<file path="src/logic/port_io_pkg.sv">
// constants shared by the port i/o block and its pin cell
package port_io_pkg;

    localparam int PORT_WIDTH = 8;
    localparam int NREG       = 12;

    // register index in the storage array
    localparam int IDX_P0_LATCH  = 0;
    localparam int IDX_P1_LATCH  = 1;
    localparam int IDX_P0_DRIVE  = 2;
    localparam int IDX_P1_DRIVE  = 3;
    localparam int IDX_P0_MASK   = 4;
    localparam int IDX_P0_BYPASS = 5;
    localparam int IDX_P1_BYPASS = 6;
    localparam int IDX_P0_MATCH  = 7;
    localparam int IDX_P0_ANALOG = 8;
    localparam int IDX_P1_ANALOG = 9;
    localparam int IDX_P1_MASK   = 10;
    localparam int IDX_P1_MATCH  = 11;

    // special function register addresses
    localparam logic [7:0] ADDR_P0_LATCH  = 8'h80;
    localparam logic [7:0] ADDR_P1_LATCH  = 8'h90;
    localparam logic [7:0] ADDR_P0_DRIVE  = 8'ha4;
    localparam logic [7:0] ADDR_P1_DRIVE  = 8'ha5;
    localparam logic [7:0] ADDR_P0_MASK   = 8'hc7;
    localparam logic [7:0] ADDR_P0_BYPASS = 8'hd4;
    localparam logic [7:0] ADDR_P1_BYPASS = 8'hd5;
    localparam logic [7:0] ADDR_P0_MATCH  = 8'hd7;
    localparam logic [7:0] ADDR_P0_ANALOG = 8'hf1;
    localparam logic [7:0] ADDR_P1_ANALOG = 8'hf2;
    localparam logic [7:0] ADDR_P1_MASK   = 8'hbf;
    localparam logic [7:0] ADDR_P1_MATCH  = 8'hcf;

    // reset values
    localparam logic [7:0] RST_LATCH  = 8'hff;
    localparam logic [7:0] RST_DRIVE  = 8'h00;
    localparam logic [7:0] RST_MASK   = 8'h00;
    localparam logic [7:0] RST_BYPASS = 8'h00;
    localparam logic [7:0] RST_MATCH  = 8'hff;
    localparam logic [7:0] RST_ANALOG = 8'hff;
    localparam logic [7:0] RST_RDATA  = 8'h00;
    localparam logic [7:0] UNMAPPED_RDATA = 8'h00;
    localparam logic       PIN_IDLE_LEVEL = 1'b1;
    localparam logic       PULLUP_RST     = 1'b1;
    localparam logic       DRIVE_OFF      = 1'b0;

    // bit address = byte address with the low bits replaced by the bit index
    localparam int BIT_IDX_W = 3;

    localparam logic [7:0] REG_ADDR [NREG] = '{
        ADDR_P0_LATCH, ADDR_P1_LATCH, ADDR_P0_DRIVE, ADDR_P1_DRIVE,
        ADDR_P0_MASK, ADDR_P0_BYPASS, ADDR_P1_BYPASS, ADDR_P0_MATCH,
        ADDR_P0_ANALOG, ADDR_P1_ANALOG, ADDR_P1_MASK, ADDR_P1_MATCH};

    localparam logic [7:0] REG_RST [NREG] = '{
        RST_LATCH, RST_LATCH, RST_DRIVE, RST_DRIVE,
        RST_MASK, RST_BYPASS, RST_BYPASS, RST_MATCH,
        RST_ANALOG, RST_ANALOG, RST_MASK, RST_MATCH};

    // only the two port latches answer bit accesses
    localparam logic [NREG-1:0] REG_BIT_ACCESS = 12'h003;

endpackage

</file>
<file path="src/logic/port_io_with_match.sv">
// two 8-bit i/o ports with sfr access and port match detection
//
// Operation
// - port write stores value in output latch
// - plain port read returns present pin levels
// - read-modify-write reads latch instead of pins
// - port latches reachable by byte and bit
// - masked pins differing from match raise event
// - match event requests interrupt and wakes oscillator
// - latch 0 drives low, 1 high or float
// - analog pin reads 0, digital reads level
// - input mode 0 makes pin fully analog
// - drive mode 0 open-drain, ignored when analog
// - two-wire bus pins always open-drain
// - skip bit makes crossbar pass the pin
// - mask 0 excludes pin from match compare
// - latch reaches pin only as crossbar allows
// - crossbar disabled keeps every driver off
// - weak pullup only on idle open-drain pins
`timescale 1ns/100ps
module port_io_with_match
    import port_io_pkg::*;
#(
    parameter int WIDTH = PORT_WIDTH
) (
    input  wire logic             clk,
    input  wire logic             reset,
    input  wire logic [7:0]       sfr_addr,
    input  wire logic             sfr_wr,
    input  wire logic             sfr_rd,
    input  wire logic             sfr_rmw,
    input  wire logic [7:0]       sfr_wdata,
    output logic      [7:0]       sfr_rdata,
    input  wire logic [7:0]       sfr_bit_addr,
    input  wire logic             sfr_bit_wr,
    input  wire logic             sfr_bit_rd,
    input  wire logic             sfr_bit_wdata,
    output logic                  sfr_bit_rdata,
    input  wire logic             crossbar_enable,
    input  wire logic             weak_pullup_disable,
    input  wire logic             match_interrupt_enable,
    input  wire logic [WIDTH-1:0] p0_xbar_claim,
    input  wire logic [WIDTH-1:0] p0_xbar_data,
    input  wire logic [WIDTH-1:0] p0_xbar_force_od,
    input  wire logic [WIDTH-1:0] p1_xbar_claim,
    input  wire logic [WIDTH-1:0] p1_xbar_data,
    input  wire logic [WIDTH-1:0] p1_xbar_force_od,
    input  wire logic [WIDTH-1:0] p0_pin_in,
    output logic      [WIDTH-1:0] p0_pin_out,
    output logic      [WIDTH-1:0] p0_pin_oe,
    output logic      [WIDTH-1:0] p0_pullup_en,
    input  wire logic [WIDTH-1:0] p1_pin_in,
    output logic      [WIDTH-1:0] p1_pin_out,
    output logic      [WIDTH-1:0] p1_pin_oe,
    output logic      [WIDTH-1:0] p1_pullup_en,
    output logic      [WIDTH-1:0] p0_skip,
    output logic      [WIDTH-1:0] p1_skip,
    output logic                  match_event,
    output logic                  match_irq,
    output logic                  osc_wake
);

    logic [7:0]       regs_reg  [NREG];
    logic [7:0]       regs_next [NREG];
    logic [7:0]       view      [NREG];
    logic [7:0]       rd_chain  [NREG+1];
    logic [NREG:0]    bit_chain;
    logic [NREG-1:0]  byte_hit;
    logic [NREG-1:0]  bit_hit;
    logic [7:0]       bit_onehot;
    logic [BIT_IDX_W-1:0] bit_idx;
    logic             any_hit;
    logic             any_bit_hit;
    logic [7:0]       rdata_reg;
    logic             bit_rdata_reg;
    logic             event_reg;
    logic             irq_reg;
    logic             wake_reg;
    logic [WIDTH-1:0] p0_level;
    logic [WIDTH-1:0] p1_level;
    logic             p0_mismatch;
    logic             p1_mismatch;

    ////////////////////////////////////////////////////////////////////////////////
    // address decode and register storage
    assign bit_idx    = sfr_bit_addr[BIT_IDX_W-1:0];
    assign bit_onehot = 8'h01 << bit_idx;
    assign rd_chain[0]  = UNMAPPED_RDATA;
    assign bit_chain[0] = 1'b0;

    for (genvar i = 0; i < NREG; i++) begin : g_reg
        assign byte_hit[i] = sfr_addr == REG_ADDR[i];
        assign bit_hit[i]  = REG_BIT_ACCESS[i] &&
                             sfr_bit_addr[7:BIT_IDX_W] == REG_ADDR[i][7:BIT_IDX_W];
        // byte write wins over a bit write in the same cycle
        assign regs_next[i] = (sfr_wr && byte_hit[i]) ? sfr_wdata :
                              (sfr_bit_wr && bit_hit[i]) ?
                              ((regs_reg[i] & ~bit_onehot) |
                               ({8{sfr_bit_wdata}} & bit_onehot)) :
                              regs_reg[i];
        assign rd_chain[i+1]  = rd_chain[i] | (byte_hit[i] ? view[i] : 8'h00);
        assign bit_chain[i+1] = bit_chain[i] | (bit_hit[i] & view[i][bit_idx]);
    end

    // latches read back the pins unless the access is read-modify-write
    assign view[IDX_P0_LATCH]  = sfr_rmw ? regs_reg[IDX_P0_LATCH] : p0_level;
    assign view[IDX_P1_LATCH]  = sfr_rmw ? regs_reg[IDX_P1_LATCH] : p1_level;
    assign view[IDX_P0_DRIVE]  = regs_reg[IDX_P0_DRIVE];
    assign view[IDX_P1_DRIVE]  = regs_reg[IDX_P1_DRIVE];
    assign view[IDX_P0_MASK]   = regs_reg[IDX_P0_MASK];
    assign view[IDX_P0_BYPASS] = regs_reg[IDX_P0_BYPASS];
    assign view[IDX_P1_BYPASS] = regs_reg[IDX_P1_BYPASS];
    assign view[IDX_P0_MATCH]  = regs_reg[IDX_P0_MATCH];
    assign view[IDX_P0_ANALOG] = regs_reg[IDX_P0_ANALOG];
    assign view[IDX_P1_ANALOG] = regs_reg[IDX_P1_ANALOG];
    assign view[IDX_P1_MASK]   = regs_reg[IDX_P1_MASK];
    assign view[IDX_P1_MATCH]  = regs_reg[IDX_P1_MATCH];

    assign any_hit     = |byte_hit;
    assign any_bit_hit = |bit_hit;

    always_ff @(posedge clk) begin
        if (reset) begin
            regs_reg <= REG_RST;
        end else begin
            regs_reg <= regs_next;
        end
    end

    ////////////////////////////////////////////////////////////////////////////////
    // read data, held until the next read of its kind
    always_ff @(posedge clk) begin
        if (reset) begin
            rdata_reg     <= RST_RDATA;
            bit_rdata_reg <= 1'b0;
        end else begin
            if (sfr_rd) begin
                rdata_reg <= any_hit ? rd_chain[NREG] : UNMAPPED_RDATA;
            end
            if (sfr_bit_rd) begin
                bit_rdata_reg <= any_bit_hit & bit_chain[NREG];
            end
        end
    end

    ////////////////////////////////////////////////////////////////////////////////
    // pin cells
    port_pin_cell #(.WIDTH(WIDTH)) u_port0 (
        .clk         (clk),
        .reset       (reset),
        .pin_in      (p0_pin_in),
        .latch       (regs_reg[IDX_P0_LATCH][WIDTH-1:0]),
        .digital_sel (regs_reg[IDX_P0_ANALOG][WIDTH-1:0]),
        .push_pull   (regs_reg[IDX_P0_DRIVE][WIDTH-1:0]),
        .claim       (p0_xbar_claim),
        .periph_data (p0_xbar_data),
        .force_od    (p0_xbar_force_od),
        .mask        (regs_reg[IDX_P0_MASK][WIDTH-1:0]),
        .match_val   (regs_reg[IDX_P0_MATCH][WIDTH-1:0]),
        .xbar_en     (crossbar_enable),
        .weak_pud    (weak_pullup_disable),
        .pin_out     (p0_pin_out),
        .pin_oe      (p0_pin_oe),
        .pullup_en   (p0_pullup_en),
        .level       (p0_level),
        .mismatch    (p0_mismatch)
    );

    port_pin_cell #(.WIDTH(WIDTH)) u_port1 (
        .clk         (clk),
        .reset       (reset),
        .pin_in      (p1_pin_in),
        .latch       (regs_reg[IDX_P1_LATCH][WIDTH-1:0]),
        .digital_sel (regs_reg[IDX_P1_ANALOG][WIDTH-1:0]),
        .push_pull   (regs_reg[IDX_P1_DRIVE][WIDTH-1:0]),
        .claim       (p1_xbar_claim),
        .periph_data (p1_xbar_data),
        .force_od    (p1_xbar_force_od),
        .mask        (regs_reg[IDX_P1_MASK][WIDTH-1:0]),
        .match_val   (regs_reg[IDX_P1_MATCH][WIDTH-1:0]),
        .xbar_en     (crossbar_enable),
        .weak_pud    (weak_pullup_disable),
        .pin_out     (p1_pin_out),
        .pin_oe      (p1_pin_oe),
        .pullup_en   (p1_pullup_en),
        .level       (p1_level),
        .mismatch    (p1_mismatch)
    );

    ////////////////////////////////////////////////////////////////////////////////
    // match event; a level, so a held mismatch keeps the wake request up
    always_ff @(posedge clk) begin
        if (reset) begin
            event_reg <= 1'b0;
            irq_reg   <= 1'b0;
            wake_reg  <= 1'b0;
        end else begin
            event_reg <= p0_mismatch | p1_mismatch;
            irq_reg   <= (p0_mismatch | p1_mismatch) & match_interrupt_enable;
            wake_reg  <= p0_mismatch | p1_mismatch;
        end
    end

    assign sfr_rdata     = rdata_reg;
    assign sfr_bit_rdata = bit_rdata_reg;
    assign match_event   = event_reg;
    assign match_irq     = irq_reg;
    assign osc_wake      = wake_reg;
    assign p0_skip       = regs_reg[IDX_P0_BYPASS][WIDTH-1:0];
    assign p1_skip       = regs_reg[IDX_P1_BYPASS][WIDTH-1:0];
endmodule

</file>
<file path="src/logic/port_pin_cell.sv">
// one port: input synchroniser, pin drive, pullup and masked compare
`timescale 1ns/100ps
module port_pin_cell
    import port_io_pkg::*;
#(
    parameter int WIDTH = PORT_WIDTH
) (
    input  wire logic             clk,
    input  wire logic             reset,
    input  wire logic [WIDTH-1:0] pin_in,
    input  wire logic [WIDTH-1:0] latch,
    input  wire logic [WIDTH-1:0] digital_sel,
    input  wire logic [WIDTH-1:0] push_pull,
    input  wire logic [WIDTH-1:0] claim,
    input  wire logic [WIDTH-1:0] periph_data,
    input  wire logic [WIDTH-1:0] force_od,
    input  wire logic [WIDTH-1:0] mask,
    input  wire logic [WIDTH-1:0] match_val,
    input  wire logic             xbar_en,
    input  wire logic             weak_pud,
    output logic      [WIDTH-1:0] pin_out,
    output logic      [WIDTH-1:0] pin_oe,
    output logic      [WIDTH-1:0] pullup_en,
    output logic      [WIDTH-1:0] level,
    output logic                  mismatch
);

    logic [WIDTH-1:0] sync1_reg;
    logic [WIDTH-1:0] sync2_reg;
    logic [WIDTH-1:0] out_next;
    logic [WIDTH-1:0] oe_next;
    logic [WIDTH-1:0] pu_next;
    logic [WIDTH-1:0] level_next;
    logic [WIDTH-1:0] out_reg;
    logic [WIDTH-1:0] oe_reg;
    logic [WIDTH-1:0] pu_reg;
    logic [WIDTH-1:0] level_reg;
    logic             mismatch_reg;

    ////////////////////////////////////////////////////////////////////////////////
    // per-pin drive decision
    for (genvar i = 0; i < WIDTH; i++) begin : g_pin
        wire open_drain = ~push_pull[i] | force_od[i];
        wire value      = claim[i] ? periph_data[i] : latch[i];
        wire drive_en   = xbar_en & digital_sel[i];
        // open drain only ever pulls low; a high is left to the pullup
        assign oe_next[i]    = drive_en & (~value | ~open_drain);
        assign out_next[i]   = drive_en & ~open_drain & value;
        assign pu_next[i]    = ~weak_pud & digital_sel[i] & open_drain
                               & ~(drive_en & ~value);
        assign level_next[i] = sync2_reg[i] & digital_sel[i];
    end

    ////////////////////////////////////////////////////////////////////////////////
    // registers
    always_ff @(posedge clk) begin
        if (reset) begin
            sync1_reg    <= {WIDTH{PIN_IDLE_LEVEL}};
            sync2_reg    <= {WIDTH{PIN_IDLE_LEVEL}};
            out_reg      <= {WIDTH{DRIVE_OFF}};
            oe_reg       <= {WIDTH{DRIVE_OFF}};
            pu_reg       <= {WIDTH{PULLUP_RST}};
            level_reg    <= {WIDTH{PIN_IDLE_LEVEL}};
            mismatch_reg <= 1'b0;
        end else begin
            sync1_reg    <= pin_in;
            sync2_reg    <= sync1_reg;
            out_reg      <= out_next;
            oe_reg       <= oe_next;
            pu_reg       <= pu_next;
            level_reg    <= level_next;
            mismatch_reg <= |((level_reg ^ match_val) & mask);
        end
    end

    assign pin_out   = out_reg;
    assign pin_oe    = oe_reg;
    assign pullup_en = pu_reg;
    assign level     = level_reg;
    assign mismatch  = mismatch_reg;

endmodule

</file>
<file path="config.mk">
export PLATFORM = sky130hd
export DESIGN_NAME = port_io_with_match
export DESIGN_NICKNAME = d
export VERILOG_FILES = /design/src/logic/port_io_pkg.sv /design/src/logic/port_io_with_match.sv /design/src/logic/port_pin_cell.sv
export SDC_FILE = /design/constraint.sdc
export NUM_CORES = 1
export LEC_CHECK = 0
export BUFFER_PORTS_ARGS = -buffer_cell sky130_fd_sc_hd__buf_4
export CAP_MARGIN = 20
export CORE_UTILIZATION = 55
export DETAILED_ROUTE_END_ITERATION = 16
export PLACE_DENSITY = 0.8
export SKIP_CTS_REPAIR_TIMING = 1
export SKIP_LAST_GASP = 1
export SYNTH_ARGS = -nofsm -noshare
export SYNTH_HDL_FRONTEND = slang
export SYNTH_SLANG_ARGS = --single-unit
</file>
<file path="constraint.sdc">
create_clock -name clk -period 3.2 [get_ports clk]
set_input_delay 0.96 -clock clk [delete_from_list [all_inputs] [get_ports clk]]
set_output_delay 0.96 -clock clk [all_outputs]
set_load 0.02 [all_outputs]
</file>
-- Yosys cells after proc, flatten, opt, wreduce, memory -nomap -nowiden
Index checks and enable logic that the tools add are counted.
- register bits after elaboration: 205
- latch bits: 0
- bits in writable memories: 0
- ROM bits: 0
- input bits: 99
- output and inout bits: 76
- logic and storage cells: 373
- memories kept: 0
- add/subtract/negate cells: 0
- multipliers: 0
- divide/modulo/power cells: 0
- magnitude comparators: 1
- eq/ne operators: 14
- shift operators: 1
- muxes and demuxes: 39
- bitwise logic cells: 268
- reduce and logical (&&, ||, !) cells: 20
- operator list (kind ; number):
    two-way mux 8 bit ; 19
    AND 1 bit ; 148
    OR 8 bit ; 13
    == test 8 bit, second input constant ; 12
    NOT 1 bit ; 65
    AND 8 bit ; 5
    OR 1 bit ; 34
    two-way mux 1 bit ; 18
    OR reduction 8 bit ; 2
    XOR 8 bit ; 2
    logical AND 1 bit ; 14
    OR reduction 12 bit ; 1
    == test 5 bit, second input constant ; 2
    NOT 8 bit ; 1
    << shifter 1 x 3 -> 8 bit, first input constant ; 1
    binary-select mux 1 bit (select 3 bit) ; 2
    less-than comparator 3 x 4 -> 1 bit, second input constant ; 1
    nonzero test 2 bit ; 2
    OR reduction 2 bit ; 1

-- Depth between registers and ports, before layout
- depth in word-level cells: 14
- depth in mapped cells: 9
- gate-level depth less buffers: 5

-- By module
A second synthesis with hierarchy kept.
- cell total of the unflattened synthesis: 943
- area total of the unflattened synthesis: 9334.0 um2
- modules (own cells, without submodules) (module ; times used ; cells each ; area an instance (um2) ; seq. area each (um2)):
    port_io_with_match ; 1 ; 629 ; 5773.0 ; 2142.1
    port_pin_cell ; 2 ; 157 ; 1780.5 ; 980.9

-- Worst setup path before layout
OpenSTA, ideal clock, no wires.
- path type: input port to flip-flop
- start point: in sfr_rmw
- end point: reg rdata_reg[5], in the netlist sfr_rdata[5]
- library setup time: 0.127 ns
- arrival time: 2.452 ns
- data required time: 3.073 ns
- path slack: 0.621 ns
- cell stages on the path: 6
- path buffers: 2
- cells stage by stage: clkbuf_1 -> clkbuf_1 -> mux4_2 -> a22o_1 -> a2111oi_0 -> o21ai_1
- longest elaborated chain between the ends: 14
- elaborated cells between the ends (all ways): 16
- classes of those cells: 5 x mux; 11 x bitwise
- RTL lines (item ; RTL line ; text):
    start: declaration ; port_io_with_match.sv:31 ; input wire logic sfr_rmw,
    two-way mux 8 bit (on tied branches) ; port_io_with_match.sv:106, port_io_with_match.sv:107 ;
    two-way mux 8 bit ; port_io_with_match.sv:101 ; assign rd_chain[i+1] = rd_chain[i] | (byte_hit[i] ? view[i] : 8'h00);
    OR 8 bit (*) (11 in a row) ; port_io_with_match.sv:101 ;
    two-way mux 8 bit (*) ; port_io_with_match.sv:138 ; rdata_reg <= any_hit ? rd_chain[NREG] : UNMAPPED_RDATA;
    end signal: assignment ; port_io_with_match.sv:138 ;
    end: declaration ; port_io_with_match.sv:74 ; logic [7:0] rdata_reg;
Every way passes the cells marked *; elsewhere a longest branch is shown, timed or not.
A chain may end at the register's enable or synchronous reset.

-- Final worst setup path
- start point: in sfr_addr[4]
- end point: reg regs_reg[23] (netlist name)
- longest elaborated chain between the ends: 2
- RTL lines (item ; RTL line ; text):
    start: declaration ; port_io_with_match.sv:28 ; input wire logic [7:0] sfr_addr,
    == test 8 bit ; port_io_with_match.sv:92 ; assign byte_hit[i] = sfr_addr == REG_ADDR[i];
    logical AND 1 bit ; port_io_with_match.sv:96 ; assign regs_next[i] = (sfr_wr && byte_hit[i]) ? sfr_wdata :
    end signal: assignment ; port_io_with_match.sv:126 ; regs_reg <= regs_next;
    end: declaration ; port_io_with_match.sv:63 ; logic [7:0] regs_reg [NREG];
Every way passes these cells.

==> reports/qor.csv <==
stage;metric;value;unit
placed_design;DP HPWL;19000;microns
power;switching power;1.26;mW
synth;number of synthesized flops with an enable pin;0;
global_routing;grt ovf;0;
sta;Final Max Slew Viols;0;
placed_design;routability congestion estimate;0.941;
die;die width;129;microns
synth;library cells used by synthesis;52;
final_layout;n_diodes;0;
synth;number of synthesized register bits;205;
critical_path;Worst Path Required;3580;ps
routing;Total Routed Length;27200;microns
power;power share of the sequential group;0.481;
routing;DRC Markers;0;
critical_path;Crit Path Max Fanout;20;
synth;net count after synthesis;1032;
sta;fin crit share;0.746;
sta;RSZ-0062 raised after global routing;no;
placed_design;setup slack at placement;456;ps
synth;sequential area share after synthesis;0.464;
die;die area;16600;sq um
power;switching share of power;0.232;
cts;CTS Buf Count;21;
die;I/O pin total;175;
routing;initial drt markers;871;
worst_hold_path;worst min path class;register to register;
global_routing;overall routing resource usage;0.326;
routing;TritonRoute pass-1 iters;5;
sta;Worst slew margin;0.528;
power;Peak VDD IR;0.334;mV
synth;Yosys top cell area share;0.464;
sta;setup TNS;0;ps
final_layout;synth-to-layout area growth;22.1;%
flow_run;Max Cap Viol;0;
die;Core Rows;45;
critical_path;endpoint class of the critical path;register;
synth;FFs w/ async S/R, synth;0;
global_routing;number of global-route vias before repair;7319;
global_routing;initial antenna violation count;0;
global_routing;first-pass GRT wire length;41000;microns
cts;CTS root buffer;clkbuf_16;
final_layout;Final Cell Area;10800;sq um
critical_path;Setup crit start kind;input port;
routing;Detail Route Antenna Nets;0;
sta;clock skew;7.54;ps
global_routing;largest net degree at the start of global routing;45;
final_layout;Largest register FFs;64;
sta;Final Critical Period;2390;ps
routing;drt via density;6.04;
synth;Most used DFF post-synth;dfxtp_1;
power;Gate power share;0.081;
die;Die Y;129;microns
cts;CTS sink cnt;205;
outcome;status;complete, no violations;
synth;Avg Cell Area, Syn;9.48;sq um
cts;Clk pin slew, worst setup/hold paths;60;ps
die;area of the core;15400;sq um
sta;worst slew pin tran;708;ps
synth;Synth top cells by count;dfxtp_1 (205), nand2_1 (146), mux2i_1 (106);
placed_design;Placement Cell Area;10100;sq um
cts;H-tree Lvls;1;
cts;CTS tree;done;
cts;Clock Path Buffers;3;
placed_design;input/output buffers;174;
synth;most frequent cell after synthesis;dfxtp_1;
sta;Fmax;419;MHz
critical_path;critical path data arrival time;2770;ps
sta;PnR worst setup slack;812;ps
synth;mapped cell area;8840;sq um
sta;Setup Viol. Count Final;0;
power;pwr dens;505;nW/um^2
final_layout;layout cells sized above 1;0.257;
power;internal power;4.19;mW
power;Clk pwr share;0.439;
power;LEAKAGE;4.86;nW
final_layout;NumNets Final;1161;
synth;Synth area leader;dfxtp_1;
routing;Vias;7765;
sta;Final Hold Viols;0;
die;Initial Util;0.573;
synth;Synth area leaders;dfxtp_1 (46%), mux2i_1 (12%), nand2_1 (6.2%), mux4_2 (4.1%), a22oi_1 (3.1%);
synth;Ys Warns;0;
cts;worst skew pair latency;500;ps
critical_path;CP Class;input port to register;
synth;Syn Inst Count;933;
routing;Avg WL per Cell;21.2;microns
-- critical path, stage by stage --
cell	delay, ps
buf_4	280
nand4_1	150
nor3_1	440
nand3_1	530
mux2i_1	320
nand2_1	80
-- cells in the final DEF (no fill, tap or decap), drive strengths merged, types with 2 or more instances in the layout --
cell type  count
dfxtp        205
buf          189
nand2        146
mux2i        106
nor2          53
a22oi         36
or2           33
clkbuf        29
nand3         27
a21oi         25
nor3          23
inv           22
nand2b        17
a41o          16
mux4          16
o211ai        16
xor2          16
nand4         11
o22ai         11
o2bb2ai        9
o21ai          9
nor2b          6
and2           5
nor3b          5
a22o           4
a2111oi        4
clkinv         4
and4b          3
nor4bb         3
and3           3
nand3b         3
nor4           2
a41oi          2
or3b           2
nor4b          2
-- per-layer routing --
layer  share of wire  wire (microns)  GRT usage
met5               0               0          0
met4           0.043            1180      0.150
met3            0.10            2790     0.0640
met2            0.46           12400      0.513
met1            0.40           10800      0.432
-- path summary, 6_finish.rpt --
| check | end | cells after the start | startpoint | slack (ps) |
|---|---|---|---|---|
| min reg2reg | u_port1.sync2_reg[4] | 1 | u_port1.sync1_reg[4] | 410 |
| min | u_port1.sync2_reg[4] | 1 | u_port1.sync1_reg[4] | 410 |
| max reg2reg | sfr_rdata[4] | 4 | register | 1340 |
| max | regs_reg[23] | 6 | sfr_addr[4] | 810 |
-- logic make-up after synthesis --
| logic type | synth area share |
|---|---|
| and+or+nand+nor | 0.191 |
| DFF | 0.464 |
| AOI/OAI and AO/OA | 0.114 |
| muxes | 0.161 |
| buffers and inverters | 0.0550 |
| xor gates and xnor gates | 0.0158 |
-- cell type report --
cell class              instances  area (sq um)
repair buffers                189          1430
clock buffers                  29           606
clock inverters                 6          58.8
fillers                      1243          4620
flip-flops and latches        205          4100
multi-input cells             624          4260
inverters                      21          78.8
well taps                     211           264
-- metrics by stage --
stage                     instances  utilization  total power, mW  hold slack (ps)
after CTS                      1285        0.700             5.45              407
after detailed placement       1250        0.657             3.10              394
after floorplan                 933            -             2.90              389
final                          1285        0.700             5.45              407
after global routing           1285        0.700             5.59              417
after global placement         1250        0.657             3.10              393
-- power by group through the flow --
stage / sequential, mW / combinational (mW) / clock (mW)
after CTS: 2.62 / 0.433 / 2.40
final: 2.62 / 0.441 / 2.39
after global routing: 2.62 / 0.466 / 2.51
after floorplan: 2.69 / 0.211 / 0
after global placement: 2.67 / 0.425 / 0
after detailed placement: 2.67 / 0.431 / 0
Power figures use the tool's default switching activity.
